### config.mk
export PLATFORM = sky130hd
export DESIGN_NAME = tmc_timer
export DESIGN_NICKNAME = d
export VERILOG_FILES = /design/src/core/tmc_pkg.sv /design/src/core/tmc_timer.sv
export SDC_FILE = /design/constraint.sdc
export NUM_CORES = 1
export LEC_CHECK = 0
export BUFFER_PORTS_ARGS = -buffer_cell sky130_fd_sc_hd__buf_2
export CAP_MARGIN = 20
export CELL_PAD_IN_SITES_DETAIL_PLACEMENT = 1
export CELL_PAD_IN_SITES_GLOBAL_PLACEMENT = 1
export CORE_MARGIN = 4
export CORE_UTILIZATION = 36
export DETAILED_ROUTE_END_ITERATION = 10
export GPL_TIMING_DRIVEN = 1
export PLACE_DENSITY = 0.82
export SYNTH_ARGS = -nofsm -noshare
export SYNTH_HDL_FRONTEND = slang
export SYNTH_SLANG_ARGS = --single-unit
### constraint.sdc
create_clock -name CLK_SYS_I -period 2.6 [get_ports CLK_SYS_I]
set_input_delay 0.52 -clock CLK_SYS_I [delete_from_list [all_inputs] [get_ports CLK_SYS_I]]
set_output_delay 0.52 -clock CLK_SYS_I [all_outputs]
set_load 0.02 [all_outputs]
### src/core/tmc_pkg.sv
// constants, field layouts and carrier types for the eight-bit timer/counter
package tmc_pkg;

  // ----------------------------------------------------------------
  // register byte offsets on the register bus
  // ----------------------------------------------------------------
  localparam logic [7:0] OFS_OPTION = 8'h00;  // timer_option_control
  localparam logic [7:0] OFS_INTERRUPT_CONTROL = 8'h04;  // interrupt_control
  localparam logic [7:0] OFS_COUNT  = 8'h08;  // timer_count
  localparam logic [7:0] OFS_STATUS = 8'h0c;  // sticky event status, read only
  localparam logic [7:0] OFS_CLEAR  = 8'h10;  // event clear, write only
  localparam logic [7:0] OFS_ENABLE = 8'h14;  // event enable

  // ----------------------------------------------------------------
  // field positions
  // ----------------------------------------------------------------
  localparam int OPT_PULLUP_DIS = 7;  // pullup_global_disable
  localparam int OPT_EXT_EDGE   = 6;  // ext_irq_edge_select
  localparam int OPT_CS         = 5;  // count_source_select
  localparam int OPT_SE         = 4;  // source_edge_select
  localparam int OPT_BYPASS     = 3;  // prescaler_bypass
  localparam int OPT_RATE_LSB   = 0;  // prescale_rate, three bits
  localparam int INT_GIE        = 7;  // global_irq_enable
  localparam int INT_OVF_IE     = 5;  // overflow_irq_enable
  localparam int INT_EXT_IE     = 4;  // external pin interrupt enable
  localparam int INT_OVF_FLAG   = 2;  // overflow_flag
  localparam int INT_EXT_FLAG   = 1;  // external pin interrupt flag
  localparam int EVT_OVF        = 0;  // status bit: count overflow
  localparam int EVT_EXT        = 1;  // status bit: external pin edge

  // ----------------------------------------------------------------
  // reset values
  // ----------------------------------------------------------------
  localparam logic [7:0] OPTION_RST = 8'hff;
  localparam logic [7:0] INTERRUPT_CONTROL_RST = 8'h00;
  localparam logic [7:0] COUNT_RST  = 8'h00;

  // ----------------------------------------------------------------
  // timing
  // ----------------------------------------------------------------
  localparam int         CLK_PERIOD_NS  = 10;
  localparam int         INSTR_CYCLE_NS = 40;  // four oscillator periods
  localparam int         CLKS_PER_INSTR = INSTR_CYCLE_NS / CLK_PERIOD_NS;
  localparam int         INHIBIT_INSTR  = 2;
  localparam logic [3:0] INHIBIT_CLKS   = 4'(INHIBIT_INSTR * CLKS_PER_INSTR);

  // ----------------------------------------------------------------
  // bus answers
  // ----------------------------------------------------------------
  localparam logic [1:0] RESP_OKAY   = 2'h0;
  localparam logic [1:0] RESP_SLVERR = 2'h2;

  // instruction cycle phases
  typedef enum logic [1:0] {PH_Q1, PH_Q2, PH_Q3, PH_Q4} tmc_phase_t;

  // register bus, master to slave
  typedef struct packed {
    logic [7:0]  awaddr;
    logic        awvalid;
    logic [31:0] wdata;
    logic [3:0]  wstrb;
    logic        wvalid;
    logic        bready;
    logic [7:0]  araddr;
    logic        arvalid;
    logic        rready;
  } tmc_axi_req_t;

  // register bus, slave to master
  typedef struct packed {
    logic        awready;
    logic        wready;
    logic [1:0]  bresp;
    logic        bvalid;
    logic        arready;
    logic [31:0] rdata;
    logic [1:0]  rresp;
    logic        rvalid;
  } tmc_axi_resp_t;

  // all state of the block
  typedef struct packed {
    tmc_phase_t  phase;
    logic [7:0]  option;
    logic [7:0]  interrupt_control;
    logic [7:0]  count;
    logic [7:0]  pre;
    logic [3:0]  inhib;
    logic        pre_samp;
    logic        ext_prev;
    logic        irq_pin_prev;
    logic [1:0]  status;
    logic [1:0]  irq_en;
    logic        aw_held;
    logic [7:0]  aw_addr;
    logic        w_held;
    logic [7:0]  wdata;
    logic        wstrb0;
    logic        bvalid;
    logic [1:0]  bresp;
    logic        rvalid;
    logic [31:0] rdata;
    logic [1:0]  rresp;
  } tmc_state_t;

endpackage

### src/core/tmc_timer.sv
// eight-bit timer/counter with prescaler, option register and register bus slave
//
// Local design decisions: the AXI4-Lite slave port and the register addresses.
`timescale 1ns/1ns
`default_nettype none

// Functional notes
// internal clock, prescaler bypassed: count advances once every instruction cycle
// source select bit 5: 1 external input edges, 0 instruction cycle clock
// count increments are held off for two instruction cycles after a count write
// software may preload a compensated count to cover the two lost cycles
// counter mode (source select 1) counts external input edges
// edge select bit 4: 1 counts falling edges, 0 counts rising edges
// counter mode samples prescaler output in phases two and four
// bypass bit 3: 0 routes source through prescaler, 1 gives rate 1:1
// three-bit rate field divides by two to the power field plus one
// prescaler is private to this timer and not visible to software
// every count write clears the prescaler
// wrap from ff to 00 sets overflow flag regardless of its enable
// hardware never clears the overflow flag; software clears it by writing
// overflow enable bit 5 gates overflow flag bit 2 onto the interrupt
// during sleep the count holds and no overflow can occur
// global pull-up disable turns off all pull-ups except master clear
// external interrupt edge select: 1 rising, 0 falling
// interrupt request high while flag, its enable and global enable are set
module tmc_timer
  import tmc_pkg::*;
(
  input  wire logic          CLK_SYS_I,
  input  wire logic          RST_I,
  input  wire logic          CE_I,
  input  wire logic          SLEEP_I,
  input  wire logic          EXT_COUNT_I,
  input  wire logic          EXT_IRQ_PIN_I,
  input  wire logic [7:0]    PER_PIN_PULLUP_I,
  input  wire logic          MASTER_CLEAR_PULLUP_I,
  input  wire tmc_axi_req_t  AXI_REQ_I,
  output var  tmc_axi_resp_t AXI_RESP_O,
  output logic [7:0]         PULLUP_EN_O,
  output logic               MASTER_CLEAR_PULLUP_EN_O,
  output logic               IRQ_O
);

  tmc_state_t st;
  tmc_state_t next_st;

  // ----------------------------------------------------------------
  // bus handshakes and write decode
  // ----------------------------------------------------------------
  logic       aw_hs;
  logic       w_hs;
  logic       ar_hs;
  logic       wr_fire;
  logic       wr_mapped;
  logic       wr_en;
  logic       count_wr;
  logic       interrupt_control_wr;
  logic       rd_mapped;
  logic [7:0] rd_value;

  // readies are combinational; one write and one read in flight
  always_comb begin
    AXI_RESP_O         = '0;
    AXI_RESP_O.awready = ~st.aw_held & ~st.bvalid;
    AXI_RESP_O.wready  = ~st.w_held & ~st.bvalid;
    AXI_RESP_O.bvalid  = st.bvalid;
    AXI_RESP_O.bresp   = st.bresp;
    AXI_RESP_O.arready = ~st.rvalid;
    AXI_RESP_O.rvalid  = st.rvalid;
    AXI_RESP_O.rdata   = st.rdata;
    AXI_RESP_O.rresp   = st.rresp;
  end

  assign aw_hs     = AXI_REQ_I.awvalid & AXI_RESP_O.awready;
  assign w_hs      = AXI_REQ_I.wvalid & AXI_RESP_O.wready;
  assign ar_hs     = AXI_REQ_I.arvalid & AXI_RESP_O.arready;
  assign wr_fire   = st.aw_held & st.w_held & ~st.bvalid;
  assign wr_mapped = (st.aw_addr == OFS_OPTION) | (st.aw_addr == OFS_INTERRUPT_CONTROL) | (st.aw_addr == OFS_COUNT)
                   | (st.aw_addr == OFS_CLEAR) | (st.aw_addr == OFS_ENABLE);
  assign wr_en     = wr_fire & wr_mapped & st.wstrb0;
  assign count_wr  = wr_en & (st.aw_addr == OFS_COUNT);
  assign interrupt_control_wr = wr_en & (st.aw_addr == OFS_INTERRUPT_CONTROL);

  // read mux; status is read only, clear reads as zero
  always_comb begin
    rd_mapped = 1'b1;
    rd_value  = 8'h00;
    case (AXI_REQ_I.araddr)
      OFS_OPTION: rd_value = st.option;
      OFS_INTERRUPT_CONTROL: rd_value = st.interrupt_control;
      OFS_COUNT:  rd_value = st.count;
      OFS_STATUS: rd_value = {6'h00, st.status};
      OFS_CLEAR:  rd_value = 8'h00;
      OFS_ENABLE: rd_value = {6'h00, st.irq_en};
      default:    rd_mapped = 1'b0;
    endcase
  end

  // ----------------------------------------------------------------
  // count source, prescaler and synchronisation
  // ----------------------------------------------------------------
  logic       opt_cs;
  logic       opt_bypass;
  logic [2:0] opt_rate;
  logic       run;
  logic       ext_lvl;
  logic       ext_edge;
  logic       instr_tick;
  logic       src_tick;
  logic       pre_out;
  logic       samp_now;
  logic       samp_rise;
  logic       inc_raw;
  logic       inc;
  logic       ovf;
  logic       irq_lvl;
  logic       irq_edge;

  assign opt_cs     = st.option[OPT_CS];
  assign opt_bypass = st.option[OPT_BYPASS];
  assign opt_rate   = st.option[OPT_RATE_LSB +: 3];
  assign run        = ~SLEEP_I;
  // inverting the pin makes the falling edge look like a rising one
  assign ext_lvl    = EXT_COUNT_I ^ st.option[OPT_SE];
  assign ext_edge   = ext_lvl & ~st.ext_prev;
  assign instr_tick = (st.phase == PH_Q4);
  assign src_tick   = opt_cs ? ext_edge : instr_tick;
  // prescaler bit n toggles every 2^n ticks, so its rise is one per 2^(n+1)
  assign pre_out    = opt_bypass ? ext_lvl : st.pre[opt_rate];
  assign samp_now   = (st.phase == PH_Q2) | (st.phase == PH_Q4);
  assign samp_rise  = samp_now & pre_out & ~st.pre_samp;
  assign inc_raw    = (~opt_cs & opt_bypass) ? instr_tick : samp_rise;
  assign inc        = run & inc_raw & (st.inhib == 4'h0) & ~count_wr;
  assign ovf        = inc & (st.count == 8'hff);
  // external interrupt pin edge, same inversion trick
  assign irq_lvl    = EXT_IRQ_PIN_I ^ ~st.option[OPT_EXT_EDGE];
  assign irq_edge   = irq_lvl & ~st.irq_pin_prev;

  // ----------------------------------------------------------------
  // next state
  // ----------------------------------------------------------------
  always_comb begin
    next_st              = st;
    next_st.irq_pin_prev = irq_lvl;
    // instruction clock, prescaler and count stop while asleep
    if (run) begin
      case (st.phase)
        PH_Q1:   next_st.phase = PH_Q2;
        PH_Q2:   next_st.phase = PH_Q3;
        PH_Q3:   next_st.phase = PH_Q4;
        default: next_st.phase = PH_Q1;
      endcase
      next_st.ext_prev = ext_lvl;
      if (samp_now) begin
        next_st.pre_samp = pre_out;
      end
      if (src_tick & ~opt_bypass) begin
        next_st.pre = st.pre + 8'h01;
      end
      if (st.inhib != 4'h0) begin
        next_st.inhib = st.inhib - 4'h1;
      end
      if (inc) begin
        next_st.count = st.count + 8'h01;
      end
    end
    // bus address and data capture, either order
    if (aw_hs) begin
      next_st.aw_held = 1'b1;
      next_st.aw_addr = AXI_REQ_I.awaddr;
    end
    if (w_hs) begin
      next_st.w_held = 1'b1;
      next_st.wdata  = AXI_REQ_I.wdata[7:0];
      next_st.wstrb0 = AXI_REQ_I.wstrb[0];
    end
    // register write once both halves are held
    if (wr_fire) begin
      next_st.aw_held = 1'b0;
      next_st.w_held  = 1'b0;
      next_st.bvalid  = 1'b1;
      next_st.bresp   = wr_mapped ? RESP_OKAY : RESP_SLVERR;
    end
    if (wr_en) begin
      case (st.aw_addr)
        OFS_OPTION: next_st.option = st.wdata;
        OFS_INTERRUPT_CONTROL: next_st.interrupt_control = st.wdata;
        OFS_COUNT: begin
          next_st.count = st.wdata;
          next_st.pre   = 8'h00;
          next_st.inhib = INHIBIT_CLKS;
        end
        OFS_CLEAR:  next_st.status = st.status & ~st.wdata[1:0];
        OFS_ENABLE: next_st.irq_en = st.wdata[1:0];
        default:    next_st.bresp  = RESP_SLVERR;
      endcase
    end
    // hardware sets win over software clears
    if (ovf) begin
      next_st.interrupt_control[INT_OVF_FLAG] = 1'b1;
      next_st.status[EVT_OVF]      = 1'b1;
    end
    if (irq_edge) begin
      next_st.interrupt_control[INT_EXT_FLAG] = 1'b1;
      next_st.status[EVT_EXT]      = 1'b1;
    end
    if (st.bvalid & AXI_REQ_I.bready) begin
      next_st.bvalid = 1'b0;
    end
    // read answer registered one cycle after the address is taken
    if (st.rvalid & AXI_REQ_I.rready) begin
      next_st.rvalid = 1'b0;
    end
    if (ar_hs) begin
      next_st.rvalid = 1'b1;
      next_st.rdata  = {24'h000000, rd_value};
      next_st.rresp  = rd_mapped ? RESP_OKAY : RESP_SLVERR;
    end
  end

  // ----------------------------------------------------------------
  // state register
  // ----------------------------------------------------------------
  always_ff @(posedge CLK_SYS_I or posedge RST_I) begin
    if (RST_I) begin
      st        <= '0;
      st.option <= OPTION_RST;
      st.interrupt_control <= INTERRUPT_CONTROL_RST;
      st.count  <= COUNT_RST;
      st.ext_prev <= OPTION_RST[OPT_SE];  // a low pin seen through the reset edge select
      st.pre_samp <= OPTION_RST[OPT_SE];  // no false rise on the first sampling phase
    end else if (CE_I) begin
      st <= next_st;
    end
  end

  // ----------------------------------------------------------------
  // pins and interrupt
  // ----------------------------------------------------------------
  // master clear pull-up always follows its own latch
  assign PULLUP_EN_O              = st.option[OPT_PULLUP_DIS] ? 8'h00 : PER_PIN_PULLUP_I;
  assign MASTER_CLEAR_PULLUP_EN_O = MASTER_CLEAR_PULLUP_I;
  assign IRQ_O = (st.interrupt_control[INT_GIE] & st.interrupt_control[INT_OVF_IE] & st.interrupt_control[INT_OVF_FLAG])
               | (st.interrupt_control[INT_GIE] & st.interrupt_control[INT_EXT_IE] & st.interrupt_control[INT_EXT_FLAG])
               | (|(st.status & st.irq_en));
endmodule // tmc_timer

`default_nettype wire

After elaboration in Yosys (flattened, before gate mapping). Index checks and enable logic that the tools add are counted. W data, S select, Z words.

Input port bits: 72. Memories kept: 0. Bits in writable memories: 0. Bits in registers: 78. Logic and storage cells: 161. Memory bits (read-only): 0. Output and inout port bits: 51. Latch bits: 0.

Equal/unequal tests: 13. $mul: 0. Bitwise logic cells: 50. Magnitude comparators: 1. Div/mod/pow operators: 0. Mux-type cells: 36. $add $sub $neg: 3. Reductions and logical operators: 34. Shift-type cells: 0.

Operator list (number): $pmux W8 S5 (1); $mux W35 (1); $eq A8 B5 Y1 const B (4); $and A1 B1 Y1 (26); $eq A8 B4 Y1 const B (3); $mux W8 (3); $reduce_and A3 Y1 (8); $mux W23 (1); $mux W22 (1); $mux W20 (1); $reduce_bool A2 Y1 (10); $add A8 B1 Y8 const B (2); $eq A8 B3 Y1 const B (2); $logic_not A8 Y1 (2); $reduce_and A2 Y1 (8); $mux W1 (14); $mux W2 (6); $not A1 Y1 (12); $mux W10 (1); $mux W9 (1); $eq A8 B8 Y1 const B (1); $mux W4 (2); $or A1 B1 Y1 (7); $mux W3 (2); 15 further kinds (18).

Logic depth before layout (Yosys ltp).
Depth in word-level cells: 15. Gate-level depth with buffers: 8. Mapped depth without buffers: 7.

Least setup slack after synthesis. No wires, ideal clock.

Path kind: flip-flop to flip-flop. Start: reg st[64] (netlist bit). End: reg st[80] (netlist bit). Setup time: 0.128 ns. Data required time: 2.472 ns. Data arrival time: 2.091 ns. Clock period less this slack: 2.219 ns. Buffers on the path: 1. Path slack: 0.381 ns. Stages on the path, launching flop included: 9. Cell sequence: dfrtp_1 -> inv_1 -> ha_1 -> nor3b_1 -> or4bb_1 -> o2bb2ai_2 -> buf_2 -> nand3_1 -> nor3b_1.

Longest elaborated chain between the ends: 7.

Ends and longest elaborated chain: start, declared (line tmc_timer.sv:44) `tmc_state_t st;`; start signal, assigned (line tmc_timer.sv:233) `st <= next_st;`; $logic_not A4 Y1 * (line tmc_timer.sv:133) `assign inc = run & inc_raw & (st.inhib == 4'h0) & ~count_wr;`; $and A1 B1 Y1 * (2 in series) (line tmc_timer.sv:133); $mux W8 * (line tmc_timer.sv:163) `if (inc) begin`; $mux W22 * (line tmc_timer.sv:146) `if (run) begin`; $mux W20 (line tmc_timer.sv:185) `case (st.aw_addr)`; $mux W23 * (line tmc_timer.sv:184) `if (wr_en) begin`.

Mark *: on every way between the ends. The rest lies on a longest branch, timed or not. The select of a mux whose other input is x is not followed. A chain may end at the register's enable or synchronous reset.

Final worst setup path.
Start: reg st[64] (netlist bit). End: reg st[76] (netlist bit).

The elaborated chain is that of the path after synthesis.

==> impl_metrics.json <==
{
  "postRouteAntennaNets": 0,
  "syn_area_um2": 4387,
  "slew_viol_final": 0,
  "root_buffer": "clkbuf_16",
  "clock_path_buffers": 2,
  "cts_tree": "built",
  "hold_viol": 0,
  "cts-resized-gates": 0,
  "cts.sinks": 77,
  "crit_path_end_kind": "flop",
  "path_cells": "inv_1 > ha_1 > nor3b_1 > buf_4 > or4bb_1 > o2bb2ai_2 > buf_4 > o21ai_0 > a221oi_1",
  "io_pins": 123,
  "start_util_pct": 36.67,
  "worstMarginPinSlew_ns": 0.7631,
  "drc": 0,
  "cp-start-kind": "flop",
  "antenna_found_initial": 0,
  "max-slew-margin-rel_pct": 48.89,
  "critPathTopFamily": "simple AND/OR/NAND/NOR gates",
  "yosys.area.top_type": "dfrtp_1",
  "r2r_slack_ns": 0.25,
  "tns_ns": 0,
  "synth-warning-count": 0,
  "synth-seq-cells": 77,
  "critPathSlowestCell": "or4bb_1",
  "grt_util_all_layers_pct": 16.89,
  "die_h_um": 118.4,
  "cts_setup_buffers": 0,
  "cts_buffers": 9,
  "worstPathMaxFanout": 15,
  "timing.rr.end": "st[76]",
  "netlist_top_cells_count": "67 x dfrtp_1, 39 x buf_4, 34 x mux2_2",
  "port_buffers": 68,
  "grt_pass1_vias": 3667,
  "hold_buffers": 0,
  "insertion_delay_ns": 0.34,
  "drt_iter0_drc": 205,
  "power_density_nw_per_um2": 838.0,
  "area_delta_synth_final_pct": 14.83,
  "r2r-start": "st[64]",
  "stdcell_area_um2": 5037,
  "fin_nets": 559,
  "drive_gt1_share_pct": 30.79,
  "path_class": "reg2reg",
  "rr_worst_depth": 9,
  "wl_per_cell_um": 18.20,
  "required_ns": 2.84,
  "grt_setup_unrepaired": "no",
  "fin_crit_ns": 2.354,
  "viasPerCell": 5.412,
  "crit_buf_inv": 3,
  "fillers": 1367,
  "die_area_um2": 14020,
  "slowest_delay_ns": 0.42,
  "cellLeakagePower_nw": 2.332,
  "synth_seq_area_share_pct": 44.21,
  "grt_pass1_wl_um": 19090,
  "grt_max_degree": 47,
  "synth_cells": 420,
  "h-tree-depth": 3,
  "async_flop_share_pct": 100.0,
  "num_antenna_cells": 0,
  "place.gp.congestion": 0.8636,
  "setup_viol": 0,
  "finClkSkew_ns": 0.003645,
  "maxCapViolCount": 0,
  "status": "completed",
  "synthTopCellsByArea": "dfrtp_1 38%, mux2_2 8.7%, buf_4 6.7%, dfstp_2 6.0%, mux2i_1 2.7%",
  "fp.dieW_um": 118.4,
  "core.rowCount": 40,
  "dominantRegCellSynth": "dfrtp_1",
  "grt-ovfl-total": 0,
  "synth-edff-count": 0,
  "synth.most_common_cell": "dfrtp_1",
  "coreArea_um2": 11960,
  "synth_top_area_share_pct": 38.22,
  "crit_top_cell": "buf_4",
  "worstPathArrival_ns": 2.59,
  "dpl_cell_area_um2": 4765,
  "hold_path.class": "in2async",
  "vdd_drop_max_v": 0.0004877,
  "first_pass_iters": 4,
  "via_count": 3415,
  "cts.reportedPaths.clkPinSlew_ns": 0.06,
  "fin_crit_sh_pct": 90.56,
  "timing.fmax_ghz": 0.4247,
  "yosysUniqueCellTypes": 56,
  "hpwl_um": 8653,
  "wirelength_um": 11480,
  "syn_area_per_cell_um2": 10.44
}
-- kinds of logic after synthesis --
family | synth area share [%]
buf+inv | 9.441
flops | 44.21
other cells | 0.08549
xor+xnor | 2.196
mux | 13.01
simple gates | 18.51
fa+ha+maj | 2.282
compound gates | 10.27
-- cells in the final DEF (no fill, tap or decap), drive strengths merged, types with 3 or more instances in the layout --
cell and instances:
nor4 8, and3 3, o31ai 3, ha 8
a22o 9, xnor2 9, clkbuf 15, nand4 7
nor4b 3, conb 25, mux2 34, mux4 3
nor3 8, nor2 31, a21o 3, nand4b 5
a211oi 3, a31oi 4, nor3b 3, dfstp 10
nand3 7, inv 13, mux2i 12, and2 3
o21ai 16, nor2b 17, a2bb2oi 3, buf 81
dfrtp 67, nand2 32, and4 5, a21oi 6
-- power breakdown --
group / total, W / leakage [nW] / switching, W / internal [W]
clock network: 0.00118 / 0.134 / 0.000482 / 0.000699
registers: 0.00193 / 0.946 / 0.000423 / 0.00151
logic: 0.00111 / 1.25 / 0.000575 / 0.000533
-- layout make-up --
type	instances	area [µm²]	share of cell area, %
tap	147	183.9	3.651
sequential	77	1939	38.50
multi-input combinational	297	2130	42.28
timing repair buffer	81	462.9	9.190
clock inverter	1	5.005	0.09935
inverter	13	48.80	0.9687
clock buffer	15	267.8	5.315
-- stage by stage --
| step | util [%] | cells | total power [W] | worst slack, ns | hold slack, ns |
|---|---|---|---|---|---|
| 2_1_floorplan | - | 444 | 0.002694 | 0.1299 | 0.4498 |
| 3_3_place_gp | 39.83 | 615 | 0.002935 | 0.3582 | 0.4610 |
| 3_5_place_dp | 39.83 | 615 | 0.003058 | 0.2772 | 0.4712 |
| 4_1_cts | 42.11 | 631 | 0.004255 | 0.2427 | 0.1600 |
| 5_1_grt | 42.11 | 631 | 0.004484 | 0.07828 | 0.1813 |
| 6_report | 42.11 | 631 | 0.004221 | 0.2456 | 0.1547 |
-- metal layers --
layer  vias to the layer above  routed length, µm  GRT usage, %
li1                       1568                  -             -
met1                      1713               4840         20.32
met2                       115               5704         28.90
met3                        19                692         4.498
met4                         0                246         6.445
met5                         -                  0             0
-- sequential cells by signal, indices dropped and copies added (netlist names) --
| register | flops |
|---|---|
| AXI_RESP_O | 13 |
| opt_bypass | 1 |
| opt_cs | 1 |
| opt_rate | 3 |
| st | 59 |
-- worst max path at each step --
stage	from	to	slack (ns)	depth (start not counted)
final	st[64]	st[76]	0.25	9
after global placement	st[49]	opt_rate[0]	0.36	5
after global routing	st[64]	st[76]	0.08	9
after CTS	st[64]	st[76]	0.24	9
after floorplan	RST_I	AXI_RESP_O[0]	0.13	1
after detailed placement	st[64]	st[76]	0.28	9
No activity file was read; power rests on OpenSTA's default activity.
